`src/core/hpsm_pkg.sv`:
```
package hpsm_pkg;

   localparam int unsigned NSLOT = 2;
   localparam int unsigned CMDW  = 4;

   // Register byte offsets
   localparam logic [3:0] OFS_STATUS = 4'h0;
   localparam logic [3:0] OFS_CMD    = 4'h4;
   localparam logic [3:0] OFS_CTRL   = 4'h8;

   // Command nibble fields, one nibble per slot
   localparam int unsigned CMD_PWR = 0;
   localparam int unsigned CMD_RST = 1;
   localparam int unsigned CMD_ATT = 2;
   localparam int unsigned CMD_VIO = 3;

   // Status fields
   localparam int unsigned ST_MODE  = 0;
   localparam int unsigned ST_FORCE = 2;
   localparam int unsigned ST_SLOT  = 8;
   localparam int unsigned ST_SLOTW = 4;
   localparam int unsigned SS_MAIN  = 0;
   localparam int unsigned SS_AUX   = 1;
   localparam int unsigned SS_OFF   = 2;
   localparam int unsigned SS_ON    = 3;

   localparam logic [7:0] CMD_RESET  = 8'h22;
   localparam logic [1:0] CTRL_RESET = 2'h0;

   typedef enum logic [1:0] {
      HPSM_SINGLE,
      HPSM_MULTI,
      HPSM_DIRECT
   } hpsm_mode_t;

   typedef struct packed {
      logic       supplies_valid;
      logic       mode_select_a;
      logic       mode_select_b;
      logic [1:0] ser_clk;
      logic [1:0] ser_load;
      logic [1:0] controller_in_serial;
      logic [1:0] power_indicator;
      logic [1:0] latch_sense_input;
      logic [1:0] main_power_request;
      logic [1:0] slot_reset_request_n;
      logic [1:0] attention_request;
      logic [1:0] io_voltage_choice;
      logic [1:0] capability_bit3;
      logic [1:0] main_overcurrent;
      logic [1:0] aux_overcurrent;
      logic [1:0] slot_voltage_present;
   } hpsm_pins_t;

   typedef struct packed {
      logic main_on;
      logic aux_on;
      logic main_flt;
      logic aux_flt;
      logic bus_connect;
      logic clock_connect;
      logic slot_reset_out;
      logic attention_indicator;
      logic io_voltage_sel;
      logic slot_off_status;
      logic speed66_select;
      logic speed66_oe_n;
   } hpsm_slot_t;

endpackage

```
`src/core/hpsm_slot_ctrl.sv`:
```
// The Wishbone interface to the registers and the register offsets are this design's own decisions.
`timescale 1ns/1ps

// Behaviour
// - single-slot serial mode gives each slot its own independent serial port.
// - both mode selects low at supplies_valid rise selects single-slot serial.
// - multi-slot serial uses one cascadable serial port for both slots.
// - mode_select_a high, mode_select_b low selects multi-slot serial.
// - controller_out_serial leaves the device, controller_in_serial enters it.
// - mode_select_b high, mode_select_a low selects direct mode.
// - direct mode takes all commands from dedicated input pins.
// - a floating mode_select_a reads low through an internal pull-down.
// - main fault while main power on asserts main_problem_flag.
// - aux over-current while aux and main on asserts aux and main problem flags.
// - power_indicator low at supplies_valid rise force-enables that slot.
// - force-enabled with latch low powers aux and main; vio from capability.
// - force mode slot power controlled only by latch; status stays readable.
// - any fault in force mode powers the slot down without a command.
// - main faults clear on request deassert, aux faults on latch release.
// - force in serial: bus and clock connect, reset follows request, 66 off.
// - force in serial: attention indicator held deasserted.
// - power fault shuts power, drops bus and clock connect, asserts reset.
// - slot_off_status of a slot only when that slot's voltage is below threshold.
// - per slot drive bus_connect, clock_connect and slot_reset_out.
// - force mode ignores io_voltage_choice, uses capability_bit3.
// - modes are entered only with supplies_valid high.
module hpsm_slot_ctrl
   import hpsm_pkg::*;
(
   input  wire logic        clk_i,
   input  wire logic        rst_i,
   input  wire logic        wb_cyc_i,
   input  wire logic        wb_stb_i,
   input  wire logic        wb_we_i,
   input  wire logic [3:0]  wb_adr_i,
   input  wire logic [3:0]  wb_sel_i,
   input  wire logic [31:0] wb_dat_i,
   output logic      [31:0] wb_dat_o,
   output logic             wb_ack_o,
   input  wire logic        supplies_valid_i,
   input  wire logic        mode_select_a_i,
   input  wire logic        mode_select_b_i,
   input  wire logic [1:0]  ser_clk_i,
   input  wire logic [1:0]  ser_load_i,
   input  wire logic [1:0]  controller_in_serial_i,
   output logic      [1:0]  controller_out_serial_o,
   input  wire logic [1:0]  power_indicator_i,
   input  wire logic [1:0]  latch_sense_input_i,
   input  wire logic [1:0]  main_power_request_i,
   input  wire logic [1:0]  slot_reset_request_n_i,
   input  wire logic [1:0]  attention_request_i,
   input  wire logic [1:0]  io_voltage_choice_i,
   input  wire logic [1:0]  capability_bit3_i,
   input  wire logic [1:0]  main_overcurrent_i,
   input  wire logic [1:0]  aux_overcurrent_i,
   input  wire logic [1:0]  slot_voltage_present_i,
   output logic      [1:0]  main_power_en_o,
   output logic      [1:0]  aux_power_en_o,
   output logic      [1:0]  main_problem_flag_o,
   output logic      [1:0]  aux_problem_flag_o,
   output logic      [1:0]  bus_connect_o,
   output logic      [1:0]  clock_connect_o,
   output logic      [1:0]  slot_reset_out_o,
   output logic      [1:0]  attention_indicator_o,
   output logic      [1:0]  io_voltage_sel_o,
   output logic      [1:0]  slot_off_status_o,
   output logic      [1:0]  speed66_select_o,
   output logic      [1:0]  speed66_select_oe_n_o
);

   typedef struct packed {
      hpsm_pins_t       sy1;
      hpsm_pins_t       sy2;
      hpsm_pins_t       sy3;
      hpsm_mode_t       mode;
      logic [1:0]       force_en;
      logic [7:0]       shift;
      logic [7:0]       cmd;
      logic [1:0]       ctrl;
      logic [1:0]       ser_out;
      hpsm_slot_t [1:0] slot;
      logic             ack;
      logic [31:0]      rdata;
   } hpsm_state_t;

   hpsm_state_t s_r;
   hpsm_state_t s_nxt;
   hpsm_pins_t  pins;

   function automatic hpsm_mode_t mode_decode(input logic a, input logic b);
      hpsm_mode_t m;
      m = HPSM_SINGLE;
      if (a && !b)
         m = HPSM_MULTI;
      else if (!a && b)
         m = HPSM_DIRECT;
      return m;
   endfunction

   function automatic logic [3:0] slot_status(input hpsm_slot_t sl);
      logic [3:0] v;
      v = '0;
      v[SS_MAIN] = sl.main_flt;
      v[SS_AUX]  = sl.aux_flt;
      v[SS_OFF]  = sl.slot_off_status;
      v[SS_ON]   = sl.main_on;
      return v;
   endfunction

   always_comb begin
      pins = '{
         supplies_valid:       supplies_valid_i,
         mode_select_a:        mode_select_a_i,
         mode_select_b:        mode_select_b_i,
         ser_clk:              ser_clk_i,
         ser_load:             ser_load_i,
         controller_in_serial: controller_in_serial_i,
         power_indicator:      power_indicator_i,
         latch_sense_input:    latch_sense_input_i,
         main_power_request:   main_power_request_i,
         slot_reset_request_n: slot_reset_request_n_i,
         attention_request:    attention_request_i,
         io_voltage_choice:    io_voltage_choice_i,
         capability_bit3:      capability_bit3_i,
         main_overcurrent:     main_overcurrent_i,
         aux_overcurrent:      aux_overcurrent_i,
         slot_voltage_present: slot_voltage_present_i
      };
   end

   always_comb begin
      hpsm_pins_t p;
      hpsm_pins_t q;
      logic       live;
      logic       serial;
      logic       wr;
      logic [3:0] img;
      logic       preq;
      logic       areq;
      logic       rreq;
      logic       att;
      logic       vio;
      logic       mflt;
      logic       aflt;
      logic       mon;
      p      = '0;
      q      = '0;
      live   = 1'b0;
      serial = 1'b0;
      wr     = 1'b0;
      img    = '0;
      preq   = 1'b0;
      areq   = 1'b0;
      rreq   = 1'b0;
      att    = 1'b0;
      vio    = 1'b0;
      mflt   = 1'b0;
      aflt   = 1'b0;
      mon    = 1'b0;
      s_nxt  = s_r;

      s_nxt.sy1 = pins;
      s_nxt.sy2 = s_r.sy1;
      s_nxt.sy3 = s_r.sy2;
      p = s_r.sy2;
      q = s_r.sy3;

      // Mode is latched on the supplies_valid rise only
      if (p.supplies_valid && !q.supplies_valid) begin
         s_nxt.mode     = mode_decode(p.mode_select_a,
                                      p.mode_select_b);
         s_nxt.force_en = ~p.power_indicator;
      end
      live   = p.supplies_valid && q.supplies_valid;
      serial = (s_r.mode != HPSM_DIRECT);

      // Serial ports: shift on clock rise, exchange on load rise
      unique case (s_r.mode)
         HPSM_MULTI: begin
            if (p.ser_clk[0] && !q.ser_clk[0])
               s_nxt.shift = {s_r.shift[6:0],
                              p.controller_in_serial[0]};
            if (p.ser_load[0] && !q.ser_load[0]) begin
               s_nxt.cmd   = s_r.shift;
               s_nxt.shift = {slot_status(s_r.slot[1]),
                              slot_status(s_r.slot[0])};
            end
            s_nxt.ser_out = {1'b0, s_r.shift[7]};
         end
         HPSM_SINGLE: begin
            for (int c = 0; c < NSLOT; c++) begin
               if (p.ser_clk[c] && !q.ser_clk[c])
                  s_nxt.shift[c*CMDW +: CMDW] =
                     {s_r.shift[c*CMDW +: CMDW-1],
                      p.controller_in_serial[c]};
               if (p.ser_load[c] && !q.ser_load[c]) begin
                  s_nxt.cmd[c*CMDW +: CMDW]   = s_r.shift[c*CMDW +: CMDW];
                  s_nxt.shift[c*CMDW +: CMDW] = slot_status(s_r.slot[c]);
               end
               s_nxt.ser_out[c] = s_r.shift[c*CMDW + CMDW-1];
            end
         end
         default: begin
            s_nxt.ser_out = '0;
         end
      endcase

      // Register bus, single-cycle answer
      wr = wb_cyc_i && wb_stb_i && !s_r.ack;
      s_nxt.ack = wr;
      if (wr) begin
         s_nxt.rdata = '0;
         if (wb_we_i && wb_sel_i[0]) begin
            if (wb_adr_i == OFS_CMD)
               s_nxt.cmd = wb_dat_i[7:0];
            else if (wb_adr_i == OFS_CTRL)
               s_nxt.ctrl = wb_dat_i[1:0];
         end
         unique case (wb_adr_i)
            OFS_STATUS: begin
               s_nxt.rdata[ST_MODE +: 2]  = s_r.mode;
               s_nxt.rdata[ST_FORCE +: 2] = s_r.force_en;
               for (int c = 0; c < NSLOT; c++)
                  s_nxt.rdata[ST_SLOT + c*ST_SLOTW +: ST_SLOTW] =
                     slot_status(s_r.slot[c]);
            end
            OFS_CMD:  s_nxt.rdata[7:0] = s_r.cmd;
            OFS_CTRL: s_nxt.rdata[1:0] = s_r.ctrl;
            default:  s_nxt.rdata = '0;
         endcase
      end

      for (int c = 0; c < NSLOT; c++) begin
         // Command source by mode
         if (s_r.force_en[c]) begin
            preq = !p.latch_sense_input[c];
            rreq = !p.slot_reset_request_n[c];
            att  = 1'b0;
            vio  = p.capability_bit3[c];
         end else if (!serial) begin
            preq = p.main_power_request[c];
            rreq = !p.slot_reset_request_n[c];
            att  = p.attention_request[c];
            vio  = p.io_voltage_choice[c];
         end else begin
            preq = s_r.cmd[c*CMDW + CMD_PWR];
            rreq = s_r.cmd[c*CMDW + CMD_RST];
            att  = s_r.cmd[c*CMDW + CMD_ATT];
            vio  = s_r.cmd[c*CMDW + CMD_VIO];
         end
         areq = !p.latch_sense_input[c];

         // Fault flags: release first, so a new fault wins
         mflt = s_r.slot[c].main_flt && preq;
         aflt = s_r.slot[c].aux_flt && areq;
         if (s_r.slot[c].main_on && p.main_overcurrent[c])
            mflt = 1'b1;
         if (s_r.slot[c].aux_on && p.aux_overcurrent[c]) begin
            aflt = 1'b1;
            if (s_r.slot[c].main_on)
               mflt = 1'b1;
         end
         if (!live) begin
            mflt = 1'b0;
            aflt = 1'b0;
         end

         mon = live && preq && !mflt && !aflt;
         s_nxt.slot[c].main_flt       = mflt;
         s_nxt.slot[c].aux_flt        = aflt;
         s_nxt.slot[c].main_on        = mon;
         s_nxt.slot[c].aux_on         = live && areq && !aflt;
         s_nxt.slot[c].bus_connect    = mon;
         s_nxt.slot[c].clock_connect  = mon;
         s_nxt.slot[c].slot_reset_out = !mon || rreq;
         s_nxt.slot[c].attention_indicator = live && att;
         s_nxt.slot[c].io_voltage_sel      = live && vio;
         s_nxt.slot[c].slot_off_status =
            !p.slot_voltage_present[c];
         s_nxt.slot[c].speed66_select = s_r.ctrl[c];
         s_nxt.slot[c].speed66_oe_n   =
            s_r.force_en[c] && serial;
      end

      if (!p.supplies_valid) begin
         s_nxt.force_en = '0;
      end
   end

   always_ff @(posedge clk_i) begin
      if (rst_i) begin
         s_r       <= '0;
         s_r.mode  <= HPSM_SINGLE;
         s_r.cmd   <= CMD_RESET;
         s_r.ctrl  <= CTRL_RESET;
         for (int c = 0; c < NSLOT; c++) begin
            s_r.slot[c].slot_reset_out  <= 1'b1;
            s_r.slot[c].slot_off_status <= 1'b1;
            s_r.slot[c].speed66_oe_n    <= 1'b1;
         end
      end else begin
         s_r <= s_nxt;
      end
   end

   assign wb_dat_o                = s_r.rdata;
   assign wb_ack_o                = s_r.ack;
   assign controller_out_serial_o = s_r.ser_out;

   for (genvar g = 0; g < NSLOT; g++) begin : g_out
      assign main_power_en_o[g]       = s_r.slot[g].main_on;
      assign aux_power_en_o[g]        = s_r.slot[g].aux_on;
      assign main_problem_flag_o[g]   = s_r.slot[g].main_flt;
      assign aux_problem_flag_o[g]    = s_r.slot[g].aux_flt;
      assign bus_connect_o[g]         = s_r.slot[g].bus_connect;
      assign clock_connect_o[g]       = s_r.slot[g].clock_connect;
      assign slot_reset_out_o[g]      = s_r.slot[g].slot_reset_out;
      assign attention_indicator_o[g] = s_r.slot[g].attention_indicator;
      assign io_voltage_sel_o[g]      = s_r.slot[g].io_voltage_sel;
      assign slot_off_status_o[g]     = s_r.slot[g].slot_off_status;
      assign speed66_select_o[g]      = s_r.slot[g].speed66_select;
      assign speed66_select_oe_n_o[g] = s_r.slot[g].speed66_oe_n;
   end

endmodule

```
`config.mk`:
```
export PLATFORM = sky130hd
export DESIGN_NAME = hpsm_slot_ctrl
export DESIGN_NICKNAME = d
export VERILOG_FILES = /design/src/core/hpsm_pkg.sv /design/src/core/hpsm_slot_ctrl.sv
export SDC_FILE = /design/constraint.sdc
export NUM_CORES = 1
export LEC_CHECK = 0
export ABC_AREA = 0
export BUFFER_PORTS_ARGS = -buffer_cell sky130_fd_sc_hd__buf_2
export CAP_MARGIN = 20
export CORE_UTILIZATION = 40
export CTS_BUF_LIST = sky130_fd_sc_hd__clkbuf_8
export DETAILED_ROUTE_END_ITERATION = 7
export GPL_TIMING_DRIVEN = 0
export PLACE_DENSITY = 0.71
export REMOVE_ABC_BUFFERS = 1
export SLEW_MARGIN = 20
export SYNTH_ARGS = -nofsm -noshare
export SYNTH_HDL_FRONTEND = slang
export SYNTH_SLANG_ARGS = --single-unit
```
`constraint.sdc`:
```
create_clock -name clk_i -period 1.7 [get_ports clk_i]
set_input_delay 0.17 -clock clk_i [delete_from_list [all_inputs] [get_ports clk_i]]
set_output_delay 0.17 -clock clk_i [all_outputs]
set_load 0.02 [all_outputs]
```
# Word level (Yosys, flattened, before mapping)
# Index checks and enable logic that the tools add are counted.
dict set report classes {
  n_eq_ne 7
  muxes 49
  n_bitwise 3
  n_reduce_logical 64
}
# op n
set ops {}
lappend ops {{1-bit logical AND} 35}
lappend ops {{16-bit one-hot mux with 2 select lines} 1}
lappend ops {{1-bit two-way mux} 28}
lappend ops {{4-bit two-way mux} 7}
lappend ops {{8-bit two-way mux} 3}
lappend ops {{1-bit zero test} 20}
lappend ops {{10-bit two-way mux} 2}
lappend ops {{16-bit two-way mux} 1}
lappend ops {{3-bit != test (second input constant)} 3}
lappend ops {{2-bit two-way mux} 4}
lappend ops {{2-bit one-hot mux with 2 select lines} 2}
lappend ops {{2-bit one-hot mux with 3 select lines} 1}
lappend ops {{3-bit AND reduction} 2}
lappend ops {{4-bit by 3-bit equality test with 1-bit output (second input constant)} 1}
lappend ops {{4-bit equality test (second input constant)} 1}
lappend ops {{4-bit zero test} 1}
lappend ops {{4-bit AND reduction} 1}
lappend ops {{2-bit by 1-bit equality test with 1-bit output (second input constant)} 1}
lappend ops {{2-bit zero test} 1}
lappend ops {{1-bit logical OR} 2}
lappend ops {{2-bit != test (second input constant)} 1}
lappend ops {{1-bit NOT} 2}
lappend ops {{2-bit NOT} 1}
lappend ops {{2-bit nonzero test} 1}
lappend ops {{2-bit OR reduction} 1}
dict set report word_totals {
  register_bits 124
  input_bits 74
  out_inout_bits 59
  wordCells 187
}

# Logic depth before layout (Yosys ltp)
# Gate-level depths: netlist of the first run.
dict set report depth {
  ltp_word 13
  depth_mapped 6
  mapped_depth_nobuf 4
}

# Worst setup path before layout of the first run
# OpenSTA, ideal clock, no wires.
dict set report synth_timing {
  path_kind {register to register}
  startpoint {reg s_r[80] (netlist name)}
  endpoint {reg s_r[62] (netlist name)}
  setup_ns 0.130
  arrival_time_ns 1.244
  required_time_ns 1.570
  slack_ns 0.327
  path_stages_with_launch 6
  path_buffers 1
  period_less_slack_ns 1.373
  path_cell_list {dfxtp_1 > buf_4 > nor3b_4 > mux2_1 > mux2i_1 > nand2_1}
}
dict set report synth_between {
  elab_chain_cells 5
  word_cells_on_any_way 6
  cone_classes {eq/ne: 1; mux: 4; reduce/logical: 1}
}
# element line
set synth_lines {}
lappend synth_lines {{start, declared} hpsm_slot_ctrl.sv:86} ;# hpsm_state_t s_r;
lappend synth_lines {{start signal, assigned} hpsm_slot_ctrl.sv:302} ;# s_r <= s_nxt;
lappend synth_lines {{2-bit by 1-bit equality test with 1-bit output or 2-bit zero test (tied branches)} hpsm_slot_ctrl.sv:178} ;# unique case (s_r.mode)
lappend synth_lines {{16-bit one-hot mux with 2 select lines *} hpsm_slot_ctrl.sv:178}
lappend synth_lines {{8-bit two-way mux} hpsm_slot_ctrl.sv:214} ;# if (wb_adr_i == OFS_CMD)
lappend synth_lines {{10-bit two-way mux} hpsm_slot_ctrl.sv:213} ;# if (wb_we_i && wb_sel_i[0]) begin
lappend synth_lines {{10-bit two-way mux *} hpsm_slot_ctrl.sv:211} ;# if (wr) begin
# Mark *: on every way between the ends. The rest lies on a longest branch, timed or not.
# A chain may end at the register's enable or synchronous reset.

# Final worst setup path of the first run
dict set report layout_timing {
  startpoint {reg s_r[103] (netlist name)}
  endpoint {reg s_r[73] (netlist name)}
}
dict set report layout_between {
  elab_chain_cells 4
  word_cells_on_any_way 6
  cone_classes {eq/ne: 1; mux: 2; reduce/logical: 3}
}
# element line
set layout_lines {}
lappend layout_lines {{1-bit zero test *} hpsm_slot_ctrl.sv:183} ;# if (p.ser_load[0] && !q.ser_load[0]) begin
lappend layout_lines {{1-bit logical AND *} hpsm_slot_ctrl.sv:183}
lappend layout_lines {{3-bit != test (no source line) or 16-bit two-way mux (tied branches)} --}
lappend layout_lines {{3-bit AND reduction (no source line) or 16-bit one-hot mux with 2 select lines (tied branches)} --}
# Marked as above.

==> qor.yml, run 1 <==
run_status:
  status: "finished with violations"
  violations: "DRC"
synth:
  muxShareOfSynthArea: 0.0585
  synth_fa_ha_area_frac: 0
  synth_top_family_by_area: "simple AND/OR/NAND/NOR gates"
  yosys_warnings: 0
  netlist.area_leader.share: 0.518
  synth_area_um2: 4790
  ys_ff_latch: 124
  yosys.area_share.simple: 0.204
  synth.cells.most_frequent: "124 x dfxtp_1, 73 x nor2b_1, 60 x buf_4, 31 x nor2_1, 26 x nand2_1"
  async_flop_share: 0
  ys_seq_area_frac: 0.518
  synth_xor_xnor_area_share: 0
  synth_cell_types: 48
  synthTopCellsByArea: "dfxtp_1 52%, nor2b_1 9.5%, buf_4 9.4%, mux2i_1 4.0%, nor2_1 2.4%"
  synth.most_common_cell: "dfxtp_1"
  synth_area_leader_cell: "dfxtp_1"
  synth_compound_area_frac: 0.102
  syn_inst: 458
  synth-edff-count: 0
  ys.flop_type: "dfxtp_1"
  synthesis.area_per_instance_um2: 10.5
floorplanning:
  initial_core_util: 0.415
  core_area_um2: 11600
  fp-row-count: 39
  design.die.area_um2: 12400
  die_width_um: 111
  ioPinCount: 133
  fp.dieH_um: 111
layout:
  largest_register_ffs: 60
  fill_cells: 1044
  post-route-util: 0.487
  multi_input_area_um2: 1830
  syn2layout_area_growth_pct: 17.5
  antenna_cells: 0
  num-nets-final: 614
  layout-drive-gt1-share: 0.259
  register_area_um2: 2480
routing:
  wl_per_cell_um: 13.6
  drt_first_iter_violations: 179
  first_pass_iters: 6
  wl_mm: 9.49
  vias_per_cell: 4.72
  ant_nets: 0
  route.vias.total: 3284
  drc_errors: 6
hold_path:
  hp-class: "input pin to register"
worst_setup_path:
  worstPathRequired_ns: 2.05
  crit_chain: "nand2b_1 > a21oi_1 > or2_1 > a21oi_1"
  path_max_fanout: 9
  worstRegToRegCells: 4
  crit_end: "s_r[73]$_SDFFE_PP0P_"
  max_stage_delay_ns: 0.45
  regToRegStartpoint: "s_r[103]$_SDFF_PP0_"
  arrival_ns: 1.98
  endpoint_kind: "register"
  crit_top_cell: "a21oi_1"
  start_kind: "register"
  r2r_slack_ns: 0.07
  cp_slowest_cell: "nand2b_1"
  reg2reg_to: "s_r[73]$_SDFFE_PP0P_"
  worstSetupStartpoint: "s_r[103]$_SDFF_PP0_"
  crit_type: "register to register"
global_route:
  grt_overflow: 0
  first_global_vias: 3202
  grt_pass1_wl_mm: 15.2
  grt_max_degree: 51
  antenna_found_initial: 0
  track_usage: 0.159
sta:
  fin_skew_ns: 0.00656
  fmax_mhz: 615
  slew_headroom: 0.495
  finalCritPeriodShare: 0.957
  setup_viol: 0
  hold_viol_final: 0
  worst_pin_slew_ns: 0.754
  holdWs_ns: 0.0375
  fin_tns_setup_ns: 0
  rsz0062_at_grt: "no"
  fin_crit_ns: 1.63
  drv_slew: 0
pwr:
  leakage_nw: 2.45
  power.density_nw_per_um2: 977
  vdd.ir_drop.worst_uv: 430
clock_tree:
  clkLatencyLatePin_ns: 0.43
  cts.htree.levels: 4
  cts_root_buffer: "clkbuf_8"
  cts.sinks: 124
  cts_buffers: 17
  cts_tree: "done"
  clkSlewWorstSetupHoldPaths_ns: 0.06
  clockBufferDepth: 2
placement:
  dp_hpwl_mm: 6.70
  gp_congestion: 0.848
  port_buffers: 89
run:
  maxCapViolCount: 0
==> metrics by stage <==
step           cells  setup slack [ns]  cell area (µm²)  power [W]
2_1_floorplan    395           -0.0371             4310    0.00330
3_3_place_gp     627            -0.932             4930    0.00345
3_5_place_dp     628            -0.393             4950    0.00346
4_1_cts          693            0.0447             5600    0.00556
5_1_grt          696           0.00251             5630    0.00573
6_report         696            0.0731             5630    0.00550
==> cells in the final DEF, fill, tap and decap left out, types with 7 or more instances in the layout <==
| cell | netlist | layout |
|---|---|---|
| a21oi_1 | 11 | 11 |
| conb_1 | 1 | 16 |
| clkbuf_8 | 0 | 18 |
| nand2_1 | 26 | 26 |
| nand2b_1 | 7 | 7 |
| nor2b_1 | 73 | 72 |
| dlygate4sd3_1 | 0 | 31 |
| a22o_1 | 8 | 8 |
| buf_2 | 3 | 88 |
| inv_1 | 4 | 10 |
| mux2i_1 | 19 | 19 |
| nor2_1 | 31 | 31 |
| a22oi_1 | 8 | 8 |
| dfxtp_1 | 124 | 123 |
==> worst max-delay path: cells and delay by family (launching register included) <==
| family | cells | cell delay [ns] |
|---|---|---|
| flops | 1 | 0.38 |
| compound gates | 2 | 0.41 |
| simple gates | 2 | 0.77 |
==> area by class of cell <==
type                            instances  area share
Sequential cell                       124       0.441
Multi-Input combinational cell        267       0.324
Timing Repair Buffer                  126       0.145
Clock buffer                           18      0.0440
Tap cell                              143      0.0318
Clock inverter                         14      0.0120
Inverter                                4     0.00266
==> kinds of logic after synthesis <==
family	Yosys count
other	1
AOI/OAI and AO/OA	62
and+or+nand+nor	163
DFF	124
muxes	26
buffers and inverters	82
==> worst min-delay path by stage <==
stage	slack, ns	from	to	cells past startpoint
after floorplan	0.23	rst_i	s_r[61]$_SDFF_PP0_	1
after global placement	0.35	s_nxt[82]$_SDFF_PP0_	slot_off_status_o[1]$_SDFF_PP1_	1
after detailed placement	0.36	s_nxt[81]$_SDFF_PP0_	slot_off_status_o[0]$_SDFF_PP1_	1
after CTS	0.02	wb_dat_i[5]	s_r[66]$_SDFF_PP1_	3
after global routing	0.04	wb_dat_i[5]	s_r[66]$_SDFF_PP1_	3
final	0.04	wb_dat_i[5]	s_r[66]$_SDFF_PP1_	3
==> per-layer routing <==
layer / vias up / global-route usage / wire (µm)
li1: 1634 / - / -
met1: 1554 / 0.180 / 4170
met2: 82 / 0.277 / 4740
met3: 14 / 0.0566 / 455
met4: 0 / 0.0595 / 128
met5: - / 0 / 0
==> power by group <==
part           leakage (nW)  internal, W  switching (W)  total (W)
logic                  1.25     0.000197       0.000208   0.000406
registers              1.02      0.00300      0.0000511    0.00306
clock network         0.185     0.000992        0.00105    0.00204
==> repair_timing <==
| item | 4_1_cts | 5_1_grt |
|---|---|---|
| gates resized for setup | 3 | 1 |
| buffers inserted | 2 | 3 |
| endpoints found under the hold margin | 32 | 0 |
| hold buffers | 31 | 0 |
| endpoints found under the setup margin | 16 | 8 |
Power figures use the tool's default switching activity.
==> inputs of run 2 (changes only) <==
--- a/config.mk
+++ b/config.mk
@@ -13,7 +13,6 @@
 export DETAILED_ROUTE_END_ITERATION = 7
 export GPL_TIMING_DRIVEN = 0
 export PLACE_DENSITY = 0.71
-export REMOVE_ABC_BUFFERS = 1
 export SLEW_MARGIN = 20
 export SYNTH_ARGS = -nofsm -noshare
 export SYNTH_HDL_FRONTEND = slang
==> qor.yml, run 2 (synthesized netlist as in run 1, its figures left out) <==
routing:
  ant_nets: 0  # unchanged
  drt_first_iter_violations: 177  # -1.1%
  route.vias.total: 3474  # +5.8%
  drc_errors: 11  # +5
  vias_per_cell: 4.53  # -4.0%
  wl_per_cell_um: 13.0  # -4.3%
  first_pass_iters: 7  # +1
  wl_mm: 10.0  # +5.4%
sta:
  finalCritPeriodShare: 0.921  # -0.0356
  worst_pin_slew_ns: 0.596  # -0.158 ns
  slew_headroom: 0.601  # +0.106
  hold_viol_final: 0  # unchanged
  setup_viol: 0  # unchanged
  setup_slack_ns: 0.134  # +0.0605 ns
  fin_skew_ns: 0.0112  # +0.00465 ns
  rsz0062_at_grt: "no"
  fin_tns_setup_ns: 0  # unchanged
  drv_slew: 0  # unchanged
  fmax_mhz: 638  # +3.9%
  fin_crit_ns: 1.57  # -0.0605 ns
global_route:
  track_usage: 0.169  # +0.00912
  antenna_found_initial: 0  # unchanged
  first_global_vias: 3344  # +4.4%
  grt_overflow: 0  # unchanged
  grt_pass1_wl_mm: 16.1  # +5.6%
  grt_max_degree: 17  # -67%
layout:
  num-nets-final: 685  # +12%
  largest_register_ffs: 60  # unchanged
  final_cell_mix: "124 x dfxtp_1, 91 x buf_2, 73 x nor2b_1, 60 x buf_4"
  stdcell_count: 767  # +10%
  final_area_um2: 6150  # +9.1%
  layout-drive-gt1-share: 0.330  # +0.0715
  antenna_cells: 0  # unchanged
  fill_cells: 1052  # +0.77%
  final_common_cell: "dfxtp_1"
  syn2layout_area_growth_pct: 28.3
placement:
  gp_congestion: 0.839  # -1.1%
  place_area_um2: 5470  # +10%
  port_buffers: 88  # -1.1%
  post-place-cells: 704  # +12%
  dp_hpwl_mm: 7.26  # +8.3%
  post-place-ws_ns: 0.175  # +0.568 ns
hold_path:
  hp-class: "input pin to register"
floorplanning:
  design.die.area_um2: 12400  # unchanged
  initial_core_util: 0.415  # unchanged
  die_width_um: 111  # unchanged
  ioPinCount: 133  # unchanged
  fp-row-count: 39  # unchanged
  fp.dieH_um: 111  # unchanged
  core_area_um2: 11600  # unchanged
clock_tree:
  cts.sinks: 124  # unchanged
  cts_root_buffer: "clkbuf_8"
  cts_buffers: 17  # unchanged
  clkLatencyLatePin_ns: 0.43  # about the same
  clockBufferDepth: 2  # unchanged
  cts_tree: "done"
  clkSlewWorstSetupHoldPaths_ns: 0.07  # about the same
  cts.htree.levels: 4  # unchanged
run_status:
  violations: "DRC"
  status: "finished with violations"
worst_setup_path:
  crit_type: "register to register"
  r2r_slack_ns: 0.13  # +0.06 ns
  path_max_fanout: 8  # -1
  endpoint_kind: "register"
  worstPathRequired_ns: 2.07  # +0.02 ns
  arrival_ns: 1.94  # -0.04 ns
  start_kind: "register"
pwr:
  power.density_nw_per_um2: 952  # -2.5%
  vdd.ir_drop.worst_uv: 379  # -12%
  leakage_nw: 2.78  # +13%
run:
  maxCapViolCount: 0  # unchanged
==> run 2: cell type report <==
cell class	count	area, µm²	area share
plain buffers	78	544	0.0885
clock buffers	18	248	0.0403
clock inverters	14	121	0.0197
inverters	4	15.0	0.00244
multi-input cells	267	1810	0.294
flip-flops and latches	124	2480	0.404
well taps	143	179	0.0291
repair buffers	119	751	0.122
==> run 2: power breakdown <==
part | internal [W] | total, W | switching [W]
clock network | 0.00119 | 0.00235 | 0.00116
registers | 0.00300 | 0.00305 | 0.0000495
logic | 0.000230 | 0.000455 | 0.000224
total | 0.00443 | 0.00586 | 0.00143
==> run 2: timing repair <==
item                                   4_1_cts  5_1_grt
hold buffers                                31        0
endpoints found under the hold margin       31        0
setup buffers                                0        0
resized for setup                            0        0
==> run 2: stage by stage <==
| step | total power (W) | hold slack, ns | utilization |
|---|---|---|---|
| after floorplan | 0.00338 | 0.295 | - |
| after global placement | 0.00351 | 0.348 | 0.473 |
| after detailed placement | 0.00351 | 0.358 | 0.473 |
| after CTS | 0.00592 | 0.0146 | 0.532 |
| after global routing | 0.00609 | 0.0473 | 0.532 |
| final | 0.00586 | 0.0419 | 0.532 |
==> run 2: critical path, cell delays in order (launching register included) <==
cell      delay [ns]
dfxtp_1         0.31
nand3b_1        0.19
nor4_2          0.32
nor3b_4         0.49
a22o_1          0.19
==> run 2: routing by layer <==
layer | up-vias | GRT usage | wire length (µm) | share of wire
met5 | - | 0 | 0 | 0
met4 | 0 | 0.0721 | 122 | 0.012
met3 | 8 | 0.0457 | 505 | 0.050
met2 | 102 | 0.295 | 5000 | 0.50
met1 | 1587 | 0.193 | 4380 | 0.44
li1 | 1777 | - | - | -
==> run 2: final timing paths <==
check | from | to | cells past startpoint
worst min register to register | s_nxt[81]$_SDFF_PP0_ | slot_off_status_o[0]$_SDFF_PP1_ | 1
worst min-delay path | wb_dat_i[5] | s_r[66]$_SDFF_PP1_ | 3
worst max-delay path | wb_ack_o$_SDFF_PP0_ | wb_dat_o[10]$_SDFFE_PP0P_ | 4
worst max register to register | wb_ack_o$_SDFF_PP0_ | wb_dat_o[10]$_SDFFE_PP0P_ | 4
